File: src/cmp_pkg.sv
// Package with register map, field positions, reset values and modes of the comparator control block
package cmp_pkg;
	localparam logic [7:0] addr_config = 8'h00;
	localparam logic [7:0] addr_timer_link = 8'h04;
	localparam logic [7:0] addr_flags = 8'h08;
	localparam logic [7:0] addr_enables = 8'h0c;
	localparam logic [7:0] addr_raw = 8'h10;
	localparam int cfg_b_result = 7;
	localparam int cfg_a_result = 6;
	localparam int cfg_b_invert = 5;
	localparam int cfg_a_invert = 4;
	localparam int cfg_switch = 3;
	localparam int link_gate_sel = 1;
	localparam int link_sync = 0;
	localparam int en_global = 2;
	localparam int en_periph = 1;
	localparam int en_cmp = 0;
	localparam logic [7:0] config_reset = 8'h00;
	localparam logic [1:0] link_reset = 2'h2;
	localparam logic [2:0] mode_off_analog = 3'h0;
	localparam logic [2:0] mode_three_in = 3'h1;
	localparam logic [2:0] mode_four_in = 3'h2;
	localparam logic [2:0] mode_common_ref = 3'h3;
	localparam logic [2:0] mode_two_indep = 3'h4;
	localparam logic [2:0] mode_one_indep = 3'h5;
	localparam logic [2:0] mode_pin_out = 3'h6;
	localparam logic [2:0] mode_off_digital = 3'h7;
	localparam int quarter_count = 4;
	localparam logic [1:0] quarter_last = 2'(quarter_count - 1);
	localparam logic [1:0] resp_okay = 2'h0;
	localparam logic [1:0] resp_slverr = 2'h2;
endpackage

File: src/cmp_control.sv
// Comparator control, mismatch event flag, wake and timer gate logic behind an AXI4-Lite slave
// Behaviour
// - Results always readable; driven to pins only in mode 110.
// - Reported result is raw comparison XOR its invert bit (bits 5, 4).
// - Read-only result b at bit 7, a at bit 6, reset zero.
// - Input switch acts only in modes 001 and 010; both pins stay analog.
// - Switch bit 3 set selects plus pin as inverting input; mode 001 only a.
// - Mode field bits 2-0 selects the six active configurations.
// - Modes 000 and 111 are off; 111 returns pins to digital use.
// - Reference latch captures results on each config read or write, held until the next one.
// - Second latch samples each first quarter phase; difference is a mismatch.
// - Mismatch holds flag set until config read or output returns.
// - Any config write with strobe bit 0 set also clears the mismatch.
// - Flag cleared only by software writing zero; writing one sets it.
// - Interrupt needs all three enables; flag sets regardless.
// - Clearing flag has no effect while mismatch persists.
// - Change coinciding with a config read may fail to set the flag.
// - Comparators run in sleep; change wakes if cmp and peripheral enables set.
// - Reset returns config to mode 000 and link register to reset value.
// - Gate select clear makes result b gate the timer.
// - Pins in analog use read as zero.
// - With sync set, result b latched on timer clock falling edge.
// - Gate select set picks external gate pin; resets to one.
module cmp_control (
	input wire logic aclk,
	input wire logic aresetn,
	input wire logic [7:0] s_axi_awaddr,
	input wire logic s_axi_awvalid,
	output logic s_axi_awready,
	input wire logic [31:0] s_axi_wdata,
	input wire logic [3:0] s_axi_wstrb,
	input wire logic s_axi_wvalid,
	output logic s_axi_wready,
	output logic [1:0] s_axi_bresp,
	output logic s_axi_bvalid,
	input wire logic s_axi_bready,
	input wire logic [7:0] s_axi_araddr,
	input wire logic s_axi_arvalid,
	output logic s_axi_arready,
	output logic [31:0] s_axi_rdata,
	output logic [1:0] s_axi_rresp,
	output logic s_axi_rvalid,
	input wire logic s_axi_rready,
	input wire logic cmp_a_raw,
	input wire logic cmp_b_raw,
	input wire logic timer_clk_prescaled,
	input wire logic ext_gate_pin,
	input wire logic sleeping,
	output logic cmp_a_pin_out,
	output logic cmp_b_pin_out,
	output logic pin_out_enable,
	output logic [3:0] input_analog,
	output logic input_switch_sel,
	output logic cmp_a_enable,
	output logic cmp_b_enable,
	output logic timer_gate,
	output logic irq_request,
	output logic wake_request
);
	typedef struct packed {
		logic [5:0] config_bits;
		logic [1:0] link;
		logic [2:0] enables;
		logic flag;
		logic [1:0] ref_latch;
		logic [1:0] q1_latch;
		logic [1:0] phase;
		logic tclk_prev;
		logic b_synced_timer;
		logic awready;
		logic wready;
		logic [7:0] awaddr;
		logic [31:0] wdata;
		logic [3:0] wstrb;
		logic have_aw;
		logic have_w;
		logic bvalid;
		logic [1:0] bresp;
		logic arready;
		logic rvalid;
		logic [31:0] rdata;
		logic [1:0] rresp;
		logic a_pin;
		logic b_pin;
		logic pin_oe;
		logic [3:0] analog;
		logic sw_sel;
		logic a_en;
		logic b_en;
		logic gate;
		logic irq;
		logic wake;
	} state_t;
	state_t state_reg;
	state_t state_next;
	logic [1:0] raw_sync;
	logic [1:0] ext_sync;
	cmp_sync2 #(.width(2)) u_cmp_sync (
		.aclk(aclk),
		.aresetn(aresetn),
		.async_in({cmp_b_raw, cmp_a_raw}),
		.sync_out(raw_sync)
	);
	cmp_sync2 #(.width(2)) u_ext_sync (
		.aclk(aclk),
		.aresetn(aresetn),
		.async_in({timer_clk_prescaled, ext_gate_pin}),
		.sync_out(ext_sync)
	);
	logic [2:0] mode;
	logic cmp_off;
	logic [1:0] result;
	logic [1:0] invert;
	logic q1_tick;
	logic mismatch;
	logic cfg_read;
	logic cfg_write;
	logic wr_fire;
	logic [7:0] cfg_view;
	logic b_for_gate;
	always_comb begin
		state_next = state_reg;
		mode = state_reg.config_bits[2:0];
		invert = {state_reg.config_bits[cmp_pkg::cfg_b_invert], state_reg.config_bits[cmp_pkg::cfg_a_invert]};
		cmp_off = (mode == cmp_pkg::mode_off_analog) || (mode == cmp_pkg::mode_off_digital);
		// Disabled comparators report zero so no spurious mismatch appears
		result = cmp_off ? 2'h0 : (raw_sync ^ invert);
		if (mode == cmp_pkg::mode_one_indep) begin
			result[1] = 1'b0;
		end
		cfg_view = {state_reg.q1_latch, state_reg.config_bits};
		q1_tick = (state_reg.phase == 2'h0);
		mismatch = (state_reg.q1_latch != state_reg.ref_latch);
		cfg_read = 1'b0;
		cfg_write = 1'b0;
		state_next.phase = (state_reg.phase == cmp_pkg::quarter_last) ? 2'h0 : state_reg.phase + 2'h1;
		if (q1_tick) begin
			state_next.q1_latch = result;
		end
		// Read channel, one beat at a time
		state_next.arready = 1'b0;
		if (state_reg.rvalid && s_axi_rready) begin
			state_next.rvalid = 1'b0;
		end
		if (s_axi_arvalid && !state_reg.rvalid && !state_reg.arready) begin
			state_next.arready = 1'b1;
			state_next.rvalid = 1'b1;
			state_next.rresp = cmp_pkg::resp_okay;
			state_next.rdata = 32'h0;
			case (s_axi_araddr)
				cmp_pkg::addr_config: begin
					state_next.rdata = {24'h0, cfg_view};
					cfg_read = 1'b1;
				end
				cmp_pkg::addr_timer_link: state_next.rdata = {30'h0, state_reg.link};
				cmp_pkg::addr_flags: state_next.rdata = {30'h0, mismatch, state_reg.flag};
				cmp_pkg::addr_enables: state_next.rdata = {29'h0, state_reg.enables};
				cmp_pkg::addr_raw: state_next.rdata = {30'h0, raw_sync};
				default: state_next.rresp = cmp_pkg::resp_slverr;
			endcase
		end
		// Write channel: address and data in either order
		state_next.awready = 1'b0;
		state_next.wready = 1'b0;
		if (s_axi_awvalid && !state_reg.have_aw && !state_reg.awready && !state_reg.bvalid) begin
			state_next.awready = 1'b1;
			state_next.have_aw = 1'b1;
			state_next.awaddr = s_axi_awaddr;
		end
		if (s_axi_wvalid && !state_reg.have_w && !state_reg.wready && !state_reg.bvalid) begin
			state_next.wready = 1'b1;
			state_next.have_w = 1'b1;
			state_next.wdata = s_axi_wdata;
			state_next.wstrb = s_axi_wstrb;
		end
		if (state_reg.bvalid && s_axi_bready) begin
			state_next.bvalid = 1'b0;
		end
		wr_fire = state_reg.have_aw && state_reg.have_w && !state_reg.bvalid;
		if (wr_fire) begin
			state_next.have_aw = 1'b0;
			state_next.have_w = 1'b0;
			state_next.bvalid = 1'b1;
			state_next.bresp = cmp_pkg::resp_okay;
			if (state_reg.wstrb[0]) begin
				case (state_reg.awaddr)
					cmp_pkg::addr_config: begin
						state_next.config_bits = state_reg.wdata[5:0];
						cfg_write = 1'b1;
					end
					cmp_pkg::addr_timer_link: state_next.link = state_reg.wdata[1:0];
					cmp_pkg::addr_flags: state_next.flag = state_reg.wdata[0];
					cmp_pkg::addr_enables: state_next.enables = state_reg.wdata[2:0];
					cmp_pkg::addr_raw: state_next.bresp = cmp_pkg::resp_okay;
					default: state_next.bresp = cmp_pkg::resp_slverr;
				endcase
			end else if (!(state_reg.awaddr inside {cmp_pkg::addr_config, cmp_pkg::addr_timer_link,
				cmp_pkg::addr_flags, cmp_pkg::addr_enables, cmp_pkg::addr_raw})) begin
				state_next.bresp = cmp_pkg::resp_slverr;
			end
		end
		// A write starts with a read, so it recaptures the reference too
		if (cfg_read || cfg_write) begin
			state_next.ref_latch = state_reg.q1_latch;
		end
		// Mismatch wins over a software clear; a read in the same cycle can hide it
		if (mismatch && !cfg_read && !cfg_write) begin
			state_next.flag = 1'b1;
		end
		// Outputs
		state_next.a_pin = result[0];
		state_next.b_pin = result[1];
		state_next.pin_oe = (mode == cmp_pkg::mode_pin_out);
		state_next.analog = (mode == cmp_pkg::mode_off_digital) ? 4'h0 : 4'hf;
		state_next.sw_sel = state_reg.config_bits[cmp_pkg::cfg_switch]
			&& ((mode == cmp_pkg::mode_three_in) || (mode == cmp_pkg::mode_four_in));
		state_next.a_en = !cmp_off;
		state_next.b_en = !cmp_off && (mode != cmp_pkg::mode_one_indep);
		state_next.tclk_prev = ext_sync[1];
		if (state_reg.tclk_prev && !ext_sync[1]) begin
			state_next.b_synced_timer = result[1];
		end
		b_for_gate = state_reg.link[cmp_pkg::link_sync] ? state_reg.b_synced_timer : result[1];
		state_next.gate = state_reg.link[cmp_pkg::link_gate_sel] ? ext_sync[0] : b_for_gate;
		state_next.irq = state_reg.flag && state_reg.enables[cmp_pkg::en_cmp]
			&& state_reg.enables[cmp_pkg::en_periph] && state_reg.enables[cmp_pkg::en_global];
		state_next.wake = sleeping && state_reg.flag && state_reg.enables[cmp_pkg::en_cmp]
			&& state_reg.enables[cmp_pkg::en_periph];
	end
	always_ff @(posedge aclk) begin
		if (!aresetn) begin
			state_reg <= '0;
			state_reg.config_bits <= cmp_pkg::config_reset[5:0];
			state_reg.link <= cmp_pkg::link_reset;
			state_reg.analog <= 4'hf;
			state_reg.gate <= 1'b0;
		end else begin
			state_reg <= state_next;
		end
	end
	assign s_axi_awready = state_reg.awready;
	assign s_axi_wready = state_reg.wready;
	assign s_axi_bresp = state_reg.bresp;
	assign s_axi_bvalid = state_reg.bvalid;
	assign s_axi_arready = state_reg.arready;
	assign s_axi_rdata = state_reg.rdata;
	assign s_axi_rresp = state_reg.rresp;
	assign s_axi_rvalid = state_reg.rvalid;
	assign cmp_a_pin_out = state_reg.a_pin;
	assign cmp_b_pin_out = state_reg.b_pin;
	assign pin_out_enable = state_reg.pin_oe;
	assign input_analog = state_reg.analog;
	assign input_switch_sel = state_reg.sw_sel;
	assign cmp_a_enable = state_reg.a_en;
	assign cmp_b_enable = state_reg.b_en;
	assign timer_gate = state_reg.gate;
	assign irq_request = state_reg.irq;
	assign wake_request = state_reg.wake;
endmodule

File: src/cmp_sync2.sv
// Two-stage synchroniser for a vector of asynchronous levels
module cmp_sync2 #(
	parameter int width = 2
) (
	input wire logic aclk,
	input wire logic aresetn,
	input wire logic [width-1:0] async_in,
	output logic [width-1:0] sync_out
);
	typedef struct packed {
		logic [width-1:0] stage1;
		logic [width-1:0] stage2;
	} state_t;
	state_t state_reg;
	state_t state_next;
	always_comb begin
		state_next.stage1 = async_in;
		state_next.stage2 = state_reg.stage1;
	end
	always_ff @(posedge aclk) begin
		if (!aresetn) begin
			state_reg <= '0;
		end else begin
			state_reg <= state_next;
		end
	end
	assign sync_out = state_reg.stage2;
endmodule

File: config.mk
export PLATFORM = sky130hd
export DESIGN_NAME = cmp_control
export DESIGN_NICKNAME = d
export VERILOG_FILES = /design/src/cmp_pkg.sv /design/src/cmp_control.sv /design/src/cmp_sync2.sv
export SDC_FILE = /design/constraint.sdc
export NUM_CORES = 1
export LEC_CHECK = 0
export ABC_CLOCK_PERIOD_IN_PS = 2400
export BUFFER_PORTS_ARGS = -buffer_cell sky130_fd_sc_hd__buf_2
export CAP_MARGIN = 15
export CORE_MARGIN = 8
export CORE_UTILIZATION = 45
export DETAILED_ROUTE_END_ITERATION = 16
export PLACE_DENSITY_LB_ADDON = 0.2
export SETUP_SLACK_MARGIN = 0.3
export SYNTH_ARGS = -nofsm -noshare
export SYNTH_HDL_FRONTEND = slang
export SYNTH_SLANG_ARGS = --single-unit
File: constraint.sdc
create_clock -name aclk -period 2.4 [get_ports aclk]
set_input_delay 0.12 -clock aclk [delete_from_list [all_inputs] [get_ports aclk]]
set_output_delay 0.12 -clock aclk [all_outputs]
set_load 0.02 [all_outputs]
# == Word-level counts from Yosys, hierarchy flattened ==
# Cells that the tools add are included.
# word_totals
reg_bits,99
in_bits,64
output_inout_bits,54
word_cells,135
# op_classes
n_addsub,1
n_eq_ne,16
muxes,25
bitwise,2
n_reduce_logical,55
# ops
op,n
$pmux W8 S5,1
$mux W36,1
$eq A8 B4 Y1 const B,4
$logic_and A1 B1 Y1,23
$eq A8 B3 Y1 const B,2
$eq A8 B5 Y1 const B,2
$logic_not A8 Y1,2
$mux W1,16
$reduce_and A3 Y1,4
$logic_not A1 Y1,11
$mux W2,5
$reduce_bool A2 Y1,5
$reduce_or A5 Y1,2
$eq A3 B3 Y1 const B,3
$reduce_bool A5 Y1,1
$mux W4,1
$reduce_or A2 Y1,2
$eq A3 B1 Y1 const B,1
$eq A3 B2 Y1 const B,1
$logic_not A3 Y1,1
$logic_or A1 B1 Y1,3
$mux W3,1
$ne A3 B3 Y1 const B,1
$add A2 B1 Y2 const B,1
5 further kinds,5

# == Logic depth before layout (Yosys ltp) ==
# Gate-level depths: netlist (run 1).
# depth
ltp_word,9
depth_mapped,6
mapped_depth_nobuf,4

# == Cells and area by module ==
# A second synthesis (run 1) with hierarchy kept.
# hier_totals
cells_unflattened,321
hier_area_um2,3096.7
# modules_own_cells
module,n_inst,cells_per_inst,area_per_inst_um2,seq_area_each_um2
cmp_control,1,305,2886.5,1241.2
cmp_sync2,2,8,105.1,80.1

# == Least setup slack after synthesis (run 1) ==
# No wires, ideal clock.
# synth_timing
path_type,register to register
startpoint,register state_reg[96] (netlist name)
endpoint,register state_reg[106] (netlist name)
setup_time_ns,0.132
arrival_time_ns,1.686
t_required_ns,2.268
path_slack_ns,0.582
path_stages_with_launch,7
cell_sequence,dfxtp_1 > or4_4 > buf_6 > or4_4 > buf_6 > nand3_1 > a21oi_1
# synth_via
elab_chain_cells,5
# synth_rtl
element,line,text
from (decl),cmp_control.sv:94,state_t state_reg;
from (signal assigned),cmp_control.sv:238,state_reg <= state_next;
$logic_not A8 Y1,cmp_control.sv:186,case (state_reg.awaddr)
$mux W1,cmp_control.sv:186,
$mux W1,cmp_control.sv:185,if (state_reg.wstrb[0]) begin
$mux W1,cmp_control.sv:180,if (wr_fire) begin
$logic_or A1 B1 Y1,cmp_control.sv:203,if (cfg_read || cfg_write) begin
# No other way between the ends.
# A chain may end at the register's enable or synchronous reset.

# == Worst setup path after layout (run 1) ==
# layout_timing
startpoint,"register state_reg, in the netlist s_axi_rvalid"
endpoint,register state_reg[107] (netlist name)
# layout_via
elab_chain_cells,5
# layout_rtl
element,line,text
$logic_not A1 Y1,cmp_control.sv:145,if (s_axi_arvalid && !state_reg.rvalid && !state_reg.arready) begin
$logic_and A1 B1 Y1 (2 in a row),cmp_control.sv:145,
$mux W1,cmp_control.sv:145,
$logic_or A1 B1 Y1,cmp_control.sv:203,
# No other way between the ends.

==> flow_summary_export.csv, run 1 <==
group,metric,value,unit
outcome,status,"finished clean",
worst_setup_path,crit_type,"reg2reg",
clock_tree,cts-buffers-inserted,9,
flow_run,maxCapViolCount,0,
finish,post_layout_nonfiller_instances,467,
sta,max_freq,544,MHz
clock_tree,cts-htree-levels,3,
yosys,ys_ff_latch,70,
min_path,hold_class,"in2reg",
place,place_worst_setup_slack,0.563,ns
clock_tree,cts.clk_slew.worst_paths,0.07,ns
die,die_w,98.0,um
clock_tree,cts-root-buf,"clkbuf_8",
finish,antenna_cells,0,
die,core,0.00664,sq mm
yosys,async_flop_share,0,%
sta,fin_ws,0.563,ns
global_routing,top_usage_layer,"met2",
sta,worst_pin_slew,0.643,ns
routing,wl,6.23,mm
finish,drive_above_1_share,24.3,%
worst_setup_path,path_max_fanout,12,
global_routing,grt_util_met2,21.1,%
global_routing,grt_pass1_vias,2209,
pwr,leakagePower,1.48,nW
die,die_y,98.0,um
sta,rsz0062_at_grt,"false",
sta,period_minus_slack,1.84,ns
sta,slew_violations,0,
finish,largest_reg_flops,29,
pwr,p_total,2.66,mW
finish,fill_cells,635,
die,rows,30,
worst_setup_path,cp.arrival,2.05,ns
sta,hold_slack,0.0176,ns
finish,nets,448,
sta,setup_viol,0,
yosys,synth_top_cell_area_share,46.3,%
place,io_buffers,62,
yosys,synth.avg_cell_area,9.21,sq um
clock_tree,cts.sinks,70,
worst_setup_path,cp-start-kind,"flop",
sta,max-slew-margin-rel,57.0,%
clock_tree,clk-insertion-delay-late,0.33,ns
finish,regArea,0.00140,sq mm
sta,hold_violations,0,
clock_tree,cts_resized,0,
yosys,synth_warnings,0,
global_routing,grt_util_met1,15.5,%
sta,period_share,76.5,%
place,hpwlAfterDp,4.60,mm
place,dpl_cell_area,0.00321,sq mm
sta,fin_skew,0.00625,ns
pwr,p_per_area,757,mW/mm^2
routing,drt-wirelength-per-cell,13.3,um
global_routing,grt_pass1_wl,10.5,mm
worst_setup_path,crit_required,2.62,ns
routing,viasPerCell,4.80,
global_routing,met3_usage,5.12,%
routing,drt_iter0_drc,79,
finish,stdcell_area,0.00351,sq mm
pwr,peakVddDrop,0.000380,V
place,dp_cells,446,
global_routing,antenna_found_initial,0,
worst_setup_path,critPathCaptureType,"flop",
yosys,yosys.area.top_type,"dfxtp_1",
die,ios,118,
yosys,yosys-top-cells-area,"dfxtp_1, buf_4, mux2i_1",
clock_tree,clock_path_buffers,2,
yosys,synth-seq-area-share,46.3,%
die,die-area,0.00961,sq mm
routing,ant_nets,0,
global_routing,grt_overflow_total,0,
yosys,ys.flop_type,"dfxtp_1",
global_routing,grt_start_max_net_pins,26,
sta,finalSetupTns,0,ns
finish,area_growth,15.8,%
global_routing,track_usage,13.3,%
yosys,synth_cells,329,
finish,multi_input_comb_area,0.00132,sq mm
clock_tree,cts_tree,"built",
die,floorplan.initialDensity,45.6,%
routing,drc,0,
yosys,synthesis.area,0.00303,sq mm
place,gp_congestion,0.789,
yosys,yosysUniqueCellTypes,49,
routing,drt_pass1_iterations,4,
yosys,synth_edf_count,0,
routing,vias,2243,
finish,finish.utilization,52.8,%
[Yosys cell counts, drive strengths merged, types with 4 or more instances]
master  instances
or4             5
nor3            6
xnor2           4
nand3           7
nor4            6
buf            45
nand2          36
a21oi          25
a22oi           5
inv             8
o21ai           8
clkbuf         11
mux2i          18
and2           12
nor2           27
dfxtp          70
nand2b          4
[report_power, final]
part	leakage (nW)	total, mW	switching, mW	internal (mW)
registers	0.570	1.24	0.0339	1.20
logic	0.790	0.250	0.153	0.0967
clock network	0.124	1.17	0.421	0.749
total	1.48	2.66	0.608	2.05
[cells by family after synthesis]
group	synth area share, %
XOR/XNOR	1.45
buffers and inverters	13.4
other	0.124
AO/OA/AOI/OAI	8.84
multiplexers	6.32
flip-flops	46.3
AND/OR/NAND/NOR	22.8
adder cells (fa/ha/maj)	0.826
[path summary, 6_finish.rpt]
path                       startpoint                      to  slack [ns]  cells past startpoint
min reg2reg  u_ext_sync.state_next[1]  u_ext_sync.sync_out[1]        0.43                      1
min                   s_axi_awaddr[0]           state_reg[90]        0.02                      3
max reg2reg              s_axi_rvalid          state_reg[107]        0.56                      4
max                      s_axi_rvalid          state_reg[107]        0.56                      4
[cell type report]
| cell class | count | area share [%] |
|---|---|---|
| flip-flops and latches | 70 | 39.9 |
| clock buffers | 13 | 4.53 |
| inverters | 8 | 0.856 |
| well taps | 80 | 2.85 |
| clock inverters | 3 | 2.57 |
| multi-input cells | 220 | 37.7 |
| repair buffers | 73 | 11.6 |
[timing repair]
action / 4_1_cts / 5_1_grt
endpoints found under the hold margin: 5 / 0
hold buffers: 5 / 0
buffers inserted: 0 / 0
[routing by layer]
layer | up-vias | routed length (um) | part of all wire, %
li1 | 1162 | - | -
met1 | 1007 | 2890 | 46
met2 | 64 | 2800 | 45
met3 | 10 | 438 | 7.0
met4 | 0 | 104 | 1.7
met5 | - | 0 | 0
[cells in the final DEF, fill, tap and decap left out, types with 7 or more instances in the layout]
master,n
a21oi_1,25
inv_1,8
nor2_1,27
nand2_1,36
mux2i_1,18
o21ai_0,7
conb_1,26
dfxtp_1,70
buf_2,62
clkbuf_8,11
nand3_1,7
and2_1,12
[worst max-delay path: stages, from the launching register on]
cell and delay, ns:
dfxtp_1 0.33, or3b_2 0.61, or4_1 0.61, nand3_1 0.12, a21oi_1 0.06
Power figures use the tool's default switching activity.
==> inputs of run 2 (changes only) <==
Settings changed: ABC_AREA set to 1, ABC_CLOCK_PERIOD_IN_PS 2400 to 1600, CORE_UTILIZATION 45 to 44.
Clock period 2.4 ns to 1.6 ns, I/O delays scaled along.
==> flow_summary_export.csv, run 2 <==
group,metric,value,unit
worst_setup_path,crit_type,"reg2reg",
yosys,yosysMostFrequentCell,"dfxtp_1",
sta,fin_skew,0.00481,ns
yosys,yosysUniqueCellTypes,29,
place,gp_congestion,0.790,
die,floorplan.initialDensity,45.2,%
finish,post_layout_nonfiller_instances,566,
finish,nets,550,
finish,finish.utilization,54.6,%
yosys,netlist_top_cells_count,"dfxtp_1, nand2_1, nor2_1",
pwr,leakagePower,1.82,nW
outcome,status,"finished clean",
die,rows,30,
die,die-area,0.00986,sq mm
worst_setup_path,r2r_setup_slack,0.30,ns
yosys,async_flop_share,0,%
finish,fill_cells,669,
sta,worst_pin_slew,0.766,ns
routing,drt_iter0_drc,131,
routing,drc,0,
sta,hold_slack,0.0223,ns
finish,multi_input_comb_area,0.00128,sq mm
finish,final_cell_mix,"dfxtp_1, nand2_1, buf_2",
yosys,synth_cells,409,
worst_setup_path,crit_start,"state_reg[91]",
yosys,synth-seq-area-share,45.9,%
yosys,synthesis.area,0.00305,sq mm
yosys,synth.avg_cell_area,7.46,sq um
worst_setup_path,path_cells,"nor2_2 > nand3_2 > buf_4 > nor2_4 > nand2_4 > o21ai_1 > a21oi_1",
routing,ant_nets,0,
finish,final_common_cell,"dfxtp_1",
clock_tree,cts-htree-levels,3,
worst_setup_path,critical_path.max_stage_delay,0.32,ns
place,dp_cells,529,
worst_setup_path,cp-endpoint,"cfg_view[0]",
worst_setup_path,path_max_fanout,7,
worst_setup_path,worst_r2r_endpoint,"cfg_view[0]",
sta,rsz0062_at_grt,"true",
worst_setup_path,crit_slowest_cell,"dfxtp_1",
global_routing,track_usage,13.9,%
finish,drive_above_1_share,24.3,%
sta,hold_violations,0,
clock_tree,cts-buffers-inserted,9,
place,io_buffers,62,
worst_setup_path,r2r_start,"state_reg[91]",
pwr,peakVddDrop,0.000665,V
routing,drt-wirelength-per-cell,11.9,um
yosys,yosys.area.top_type,"dfxtp_1",
finish,largest_reg_flops,29,
die,core,0.00676,sq mm
worst_setup_path,crit_required,1.83,ns
die,die_y,99.3,um
die,die_w,99.3,um
global_routing,grt_overflow_total,0,
sta,max_freq,770,MHz
routing,wl,6.73,mm
routing,viasPerCell,4.58,
routing,vias,2593,
clock_tree,cts_tree,"built",
clock_tree,cts.sinks,70,
global_routing,grt_start_max_net_pins,49,
clock_tree,cts.clk_slew.worst_paths,0.07,ns
yosys,ys_ff_latch,70,
sta,period_minus_slack,1.30,ns
yosys,yosys-top-cells-area,"dfxtp_1, buf_4, nand2_1",
clock_tree,cts-root-buf,"clkbuf_8",
worst_setup_path,rr_worst_depth,7,
finish,antenna_cells,0,
finish,area_growth,20.8,%
place,hpwlAfterDp,4.83,mm
yosys,synth_top_cell_area_share,45.9,%
sta,setup_viol,0,
yosys,ys.flop_type,"dfxtp_1",
yosys,synth_warnings,0,
sta,period_share,81.2,%
global_routing,grt_pass1_wl,11.2,mm
pwr,p_per_area,994,mW/mm^2
sta,max-slew-margin-rel,48.9,%
global_routing,grt_pass1_vias,2516,
yosys,synth_edf_count,0,
die,ios,118,
worst_setup_path,cp.arrival,1.53,ns
routing,drt_pass1_iterations,4,
global_routing,antenna_found_initial,0,
worst_setup_path,critPathCaptureType,"flop",
finish,regArea,0.00141,sq mm
flow_run,maxCapViolCount,0,
min_path,hold_class,"in2reg",
sta,slew_violations,0,
sta,finalSetupTns,0,ns
worst_setup_path,cp-start-kind,"flop",
clock_tree,clk-insertion-delay-late,0.33,ns
clock_tree,clock_path_buffers,2,
-- run 2: changes by cell type after synthesis, sizes merged, moves of 12 or more --
cell | before | now
and2 | 12 | 0
mux2i | 18 | 0
inv | 8 | 49
nand3 | 7 | 24
o21ai | 8 | 35
nor2 | 27 | 65
nand2 | 36 | 66
-- run 2: what timing repair did --
item                                    CTS  global route
hold endpoints to repair                 14             0
hold buffers                             14             0
pin swaps                                 2            13
endpoints found under the setup margin   17            25
setup buffers                             3             7
gates resized for setup                  11            29
-- run 2: worst min-delay path by stage --
stage,start,to,slack [ns],cells past startpoint
2_1_floorplan,cmp_a_raw,u_cmp_sync.state_next[0],0.18,2
3_3_place_gp,ext_gate_pin,u_ext_sync.state_next[0],0.26,3
3_5_place_dp,cmp_b_raw,u_cmp_sync.state_next[1],0.26,3
4_1_cts,s_axi_awaddr[7],state_reg[97],0.02,3
5_1_grt,s_axi_wstrb[0],state_reg[54],0.04,3
6_report,s_axi_awaddr[7],state_reg[97],0.02,3
-- run 2: through the flow --
step                      area [sq um]  power, mW  worst slack, ns
after floorplan                   3150       2.30            0.312
after detailed placement          3240       2.37            0.194
after CTS                         3580       3.63            0.296
final                             3690       3.66            0.301
after global placement            3240       2.36            0.202
after global routing              3690       3.84            0.211
-- run 2: logic make-up after synthesis --
logic type               share of synthesized area, %
AND/OR/NAND/NOR                                  23.7
AO/OA/AOI/OAI                                    11.5
buffers and inverters                            17.4
flip-flops                                       45.9
XOR/XNOR                                        0.574
other                                           0.123
adder cells (fa/ha/maj)                         0.820
-- run 2: power breakdown --
group          leakage (nW)  internal (mW)  switching (mW)  total, mW
Combinational          1.16          0.205           0.334      0.540
Sequential            0.573           1.84          0.0734       1.91
Clock                0.0869          0.616           0.599       1.21
-- run 2: per-layer routing --
layer	vias to the layer above	GRT usage, %	part of all wire (%)
met5	-	0	0
met3	7	4.40	5.9
met2	69	22.6	46
met4	0	5.24	1.1
met1	1140	16.6	47
li1	1377	-	-
-- run 2: worst max-delay path: cells and delay by family (launching register included) --
family / cells / cell delay [ns]
DFF: 1 / 0.32
AOI/OAI and AO/OA: 2 / 0.19
buffers and inverters: 1 / 0.16
and+or+nand+nor: 4 / 0.54
-- run 2: layout make-up --
| class | instances | share of cell area, % |
|---|---|---|
| well taps | 80 | 2.71 |
| clock buffers | 11 | 4.10 |
| clock inverters | 2 | 0.271 |
| inverters | 50 | 5.26 |
| multi-input cells | 264 | 34.7 |
| repair buffers | 89 | 14.9 |
| flip-flops and latches | 70 | 38.1 |
==> inputs of run 3 (changes only) <==
Settings changed: ABC_CLOCK_PERIOD_IN_PS 1600 to 1180.
Clock period 1.6 ns to 1.18 ns, I/O delays scaled along.
==> flow_summary_export.csv, run 3 (synthesis results as in run 2) <==
group,metric,value,unit
outcome,status,"complete, but fails checks",
outcome,failed_checks,"setup timing",
finish,nets,601,
sta,period_minus_slack,1.24,ns
clock_tree,clock_path_buffers,2,
routing,drt-wirelength-per-cell,13.5,um
worst_setup_path,cp.arrival,1.49,ns
die,die-area,0.00986,sq mm
sta,slew_violations,0,
sta,period_share,106,%
finish,drive_above_1_share,51.5,%
global_routing,grt_pass1_vias,2965,
routing,drt_iter0_drc,143,
routing,viasPerCell,4.78,
finish,fill_cells,494,
pwr,peakVddDrop,0.000693,V
pwr,p_clk_share,31.4,%
worst_setup_path,r2r_start,"s_axi_bvalid",
sta,finalSetupTns,-0.382,ns
place,io_buffers,62,
die,ios,118,
min_path,hold_class,"in2reg",
min_path,hp-start,"aresetn",
pwr,switchingPower,1.71,mW
die,core,0.00676,sq mm
pwr,leakagePower,2.23,nW
worst_setup_path,path_max_fanout,7,
clock_tree,cts-htree-levels,3,
place,hpwlAfterDp,5.28,mm
min_path,hold_path_depth,3,
global_routing,grt_pass1_wl,13.2,mm
finish,final_cell_mix,"nand2_1, nor2_1, buf_6",
clock_tree,cts_tree,"built",
global_routing,grt_start_max_net_pins,31,
finish,final_common_cell,"nand2_1",
clock_tree,cts-buffers-inserted,9,
pwr,intPower,3.78,mW
clock_tree,clk-insertion-delay-late,0.35,ns
place,dpl_cell_area,0.00355,sq mm
worst_setup_path,r2r_setup_slack,-0.06,ns
place,place_worst_setup_slack,-0.0892,ns
sta,max_freq,803,MHz
finish,largest_reg_flops,29,
finish,stdcell_area,0.00483,sq mm
worst_setup_path,crit_required,1.43,ns
sta,hold_slack,0.112,ns
die,die_w,99.3,um
sta,fin_ws,-0.0649,ns
worst_setup_path,worst_r2r_endpoint,"cfg_view[4]",
routing,drc,0,
routing,drt_pass1_iterations,4,
clock_tree,cts.clk_slew.worst_paths,0.08,ns
finish,area_growth,58.1,%
pwr,pwr-share-comb,21.4,%
pwr,swShare,31.2,%
min_path,whs_endpoint,"input_analog[2]",
global_routing,track_usage,16.7,%
routing,vias,2963,
worst_setup_path,cp-start-kind,"flop",
routing,wl,8.38,mm
sta,hold_violations,0,
global_routing,antenna_found_initial,0,
die,floorplan.initialDensity,45.2,%
place,gp_congestion,0.819,
sta,fin_skew,0.00782,ns
die,die_y,99.3,um
pwr,p_per_area,1140,mW/mm^2
sta,setup_viol,12,
flow_run,maxCapViolCount,0,
global_routing,grt_overflow_total,0,
die,rows,30,
worst_setup_path,crit_type,"reg2reg",
finish,antenna_cells,0,
worst_setup_path,rr_worst_depth,8,
routing,ant_nets,0,
finish,finish.utilization,71.4,%
clock_tree,cts.sinks,70,
worst_setup_path,critPathCaptureType,"flop",
sta,rsz0062_at_grt,"true",
pwr,p_seq_share,47.2,%
clock_tree,cts-root-buf,"clkbuf_8",
==> run 3: changes by cell type in the layout (fill, tap and decap cells not counted), moves of 14 or more <==
cell / change
a21oi_1: -14
a21oi_2: +14
buf_2: -28
buf_4: +26
buf_6: +42
dfxtp_1: -35
dfxtp_2: +27
nand2_1: -15
nor2_1: -15
o21ai_0: -16
==> run 3: how the worst max path moves through the flow <==
stage / from / end / slack, ns
6_report: s_axi_bvalid / cfg_view[4] / -0.06
5_1_grt: s_axi_bvalid / cfg_view[1] / -0.16
4_1_cts: state_reg[91] / state_reg[107] / -0.02
3_5_place_dp: state_reg[96] / cfg_view[2] / -0.09
3_3_place_gp: state_reg[96] / cfg_view[2] / -0.05
2_1_floorplan: state_reg[96] / state_reg[110] / -0.05
==> run 3: routing by layer <==
| layer | GRT usage, % | wire length, um | vias up |
|---|---|---|---|
| met3 | 5.45 | 518 | 27 |
| met4 | 9.43 | 277 | 0 |
| met5 | 0 | 0 | - |
| met1 | 17.3 | 3340 | 1362 |
| li1 | - | - | 1477 |
| met2 | 28.9 | 4240 | 97 |
==> run 3: power groups by stage <==
stage	registers [mW]	clock network, mW	logic [mW]
finish	2.59	1.72	1.17
global route	2.60	1.85	1.27
CTS	2.58	1.76	1.03
detailed placement	2.63	0	0.782
global placement	2.63	0	0.765
floorplan	2.63	0	0.574
==> run 3: layout make-up <==
cell class | count | area [sq um] | area share (%)
Tap cell | 80 | 100 | 2.07
Sequential cell | 70 | 1470 | 30.4
Timing Repair Buffer | 138 | 1180 | 24.4
Clock buffer | 9 | 124 | 2.57
Clock inverter | 7 | 51.3 | 1.06
Timing Repair inverter | 2 | 20.0 | 0.415
Multi-Input combinational cell | 264 | 1670 | 34.6
Inverter | 50 | 215 | 4.46
==> run 3: stage by stage <==
step / cells / total power [mW]
finish: 620 / 5.49
global placement: 555 / 3.39
detailed placement: 555 / 3.41
floorplan: 434 / 3.20
global route: 620 / 5.72
CTS: 613 / 5.37
==> run 3: what timing repair did <==
item / in CTS / in global routing
cloned: 2 / 0
gates resized for setup: 148 / 78
hold buffers: 22 / 0
endpoints found under the setup margin: 80 / 83
buffers inserted: 18 / 7
pin swaps: 26 / 23
hold endpoints to repair: 22 / 0
==> run 3: worst max-delay path, stage by stage (launching register included) <==
cell and delay, ns:
dfxtp_4 0.36, inv_4 0.06, nand3_4 0.07, nor2_4 0.16
inv_2 0.08, nor2_4 0.11, nand2_4 0.09, o21ai_1 0.16
nor2_1 0.06
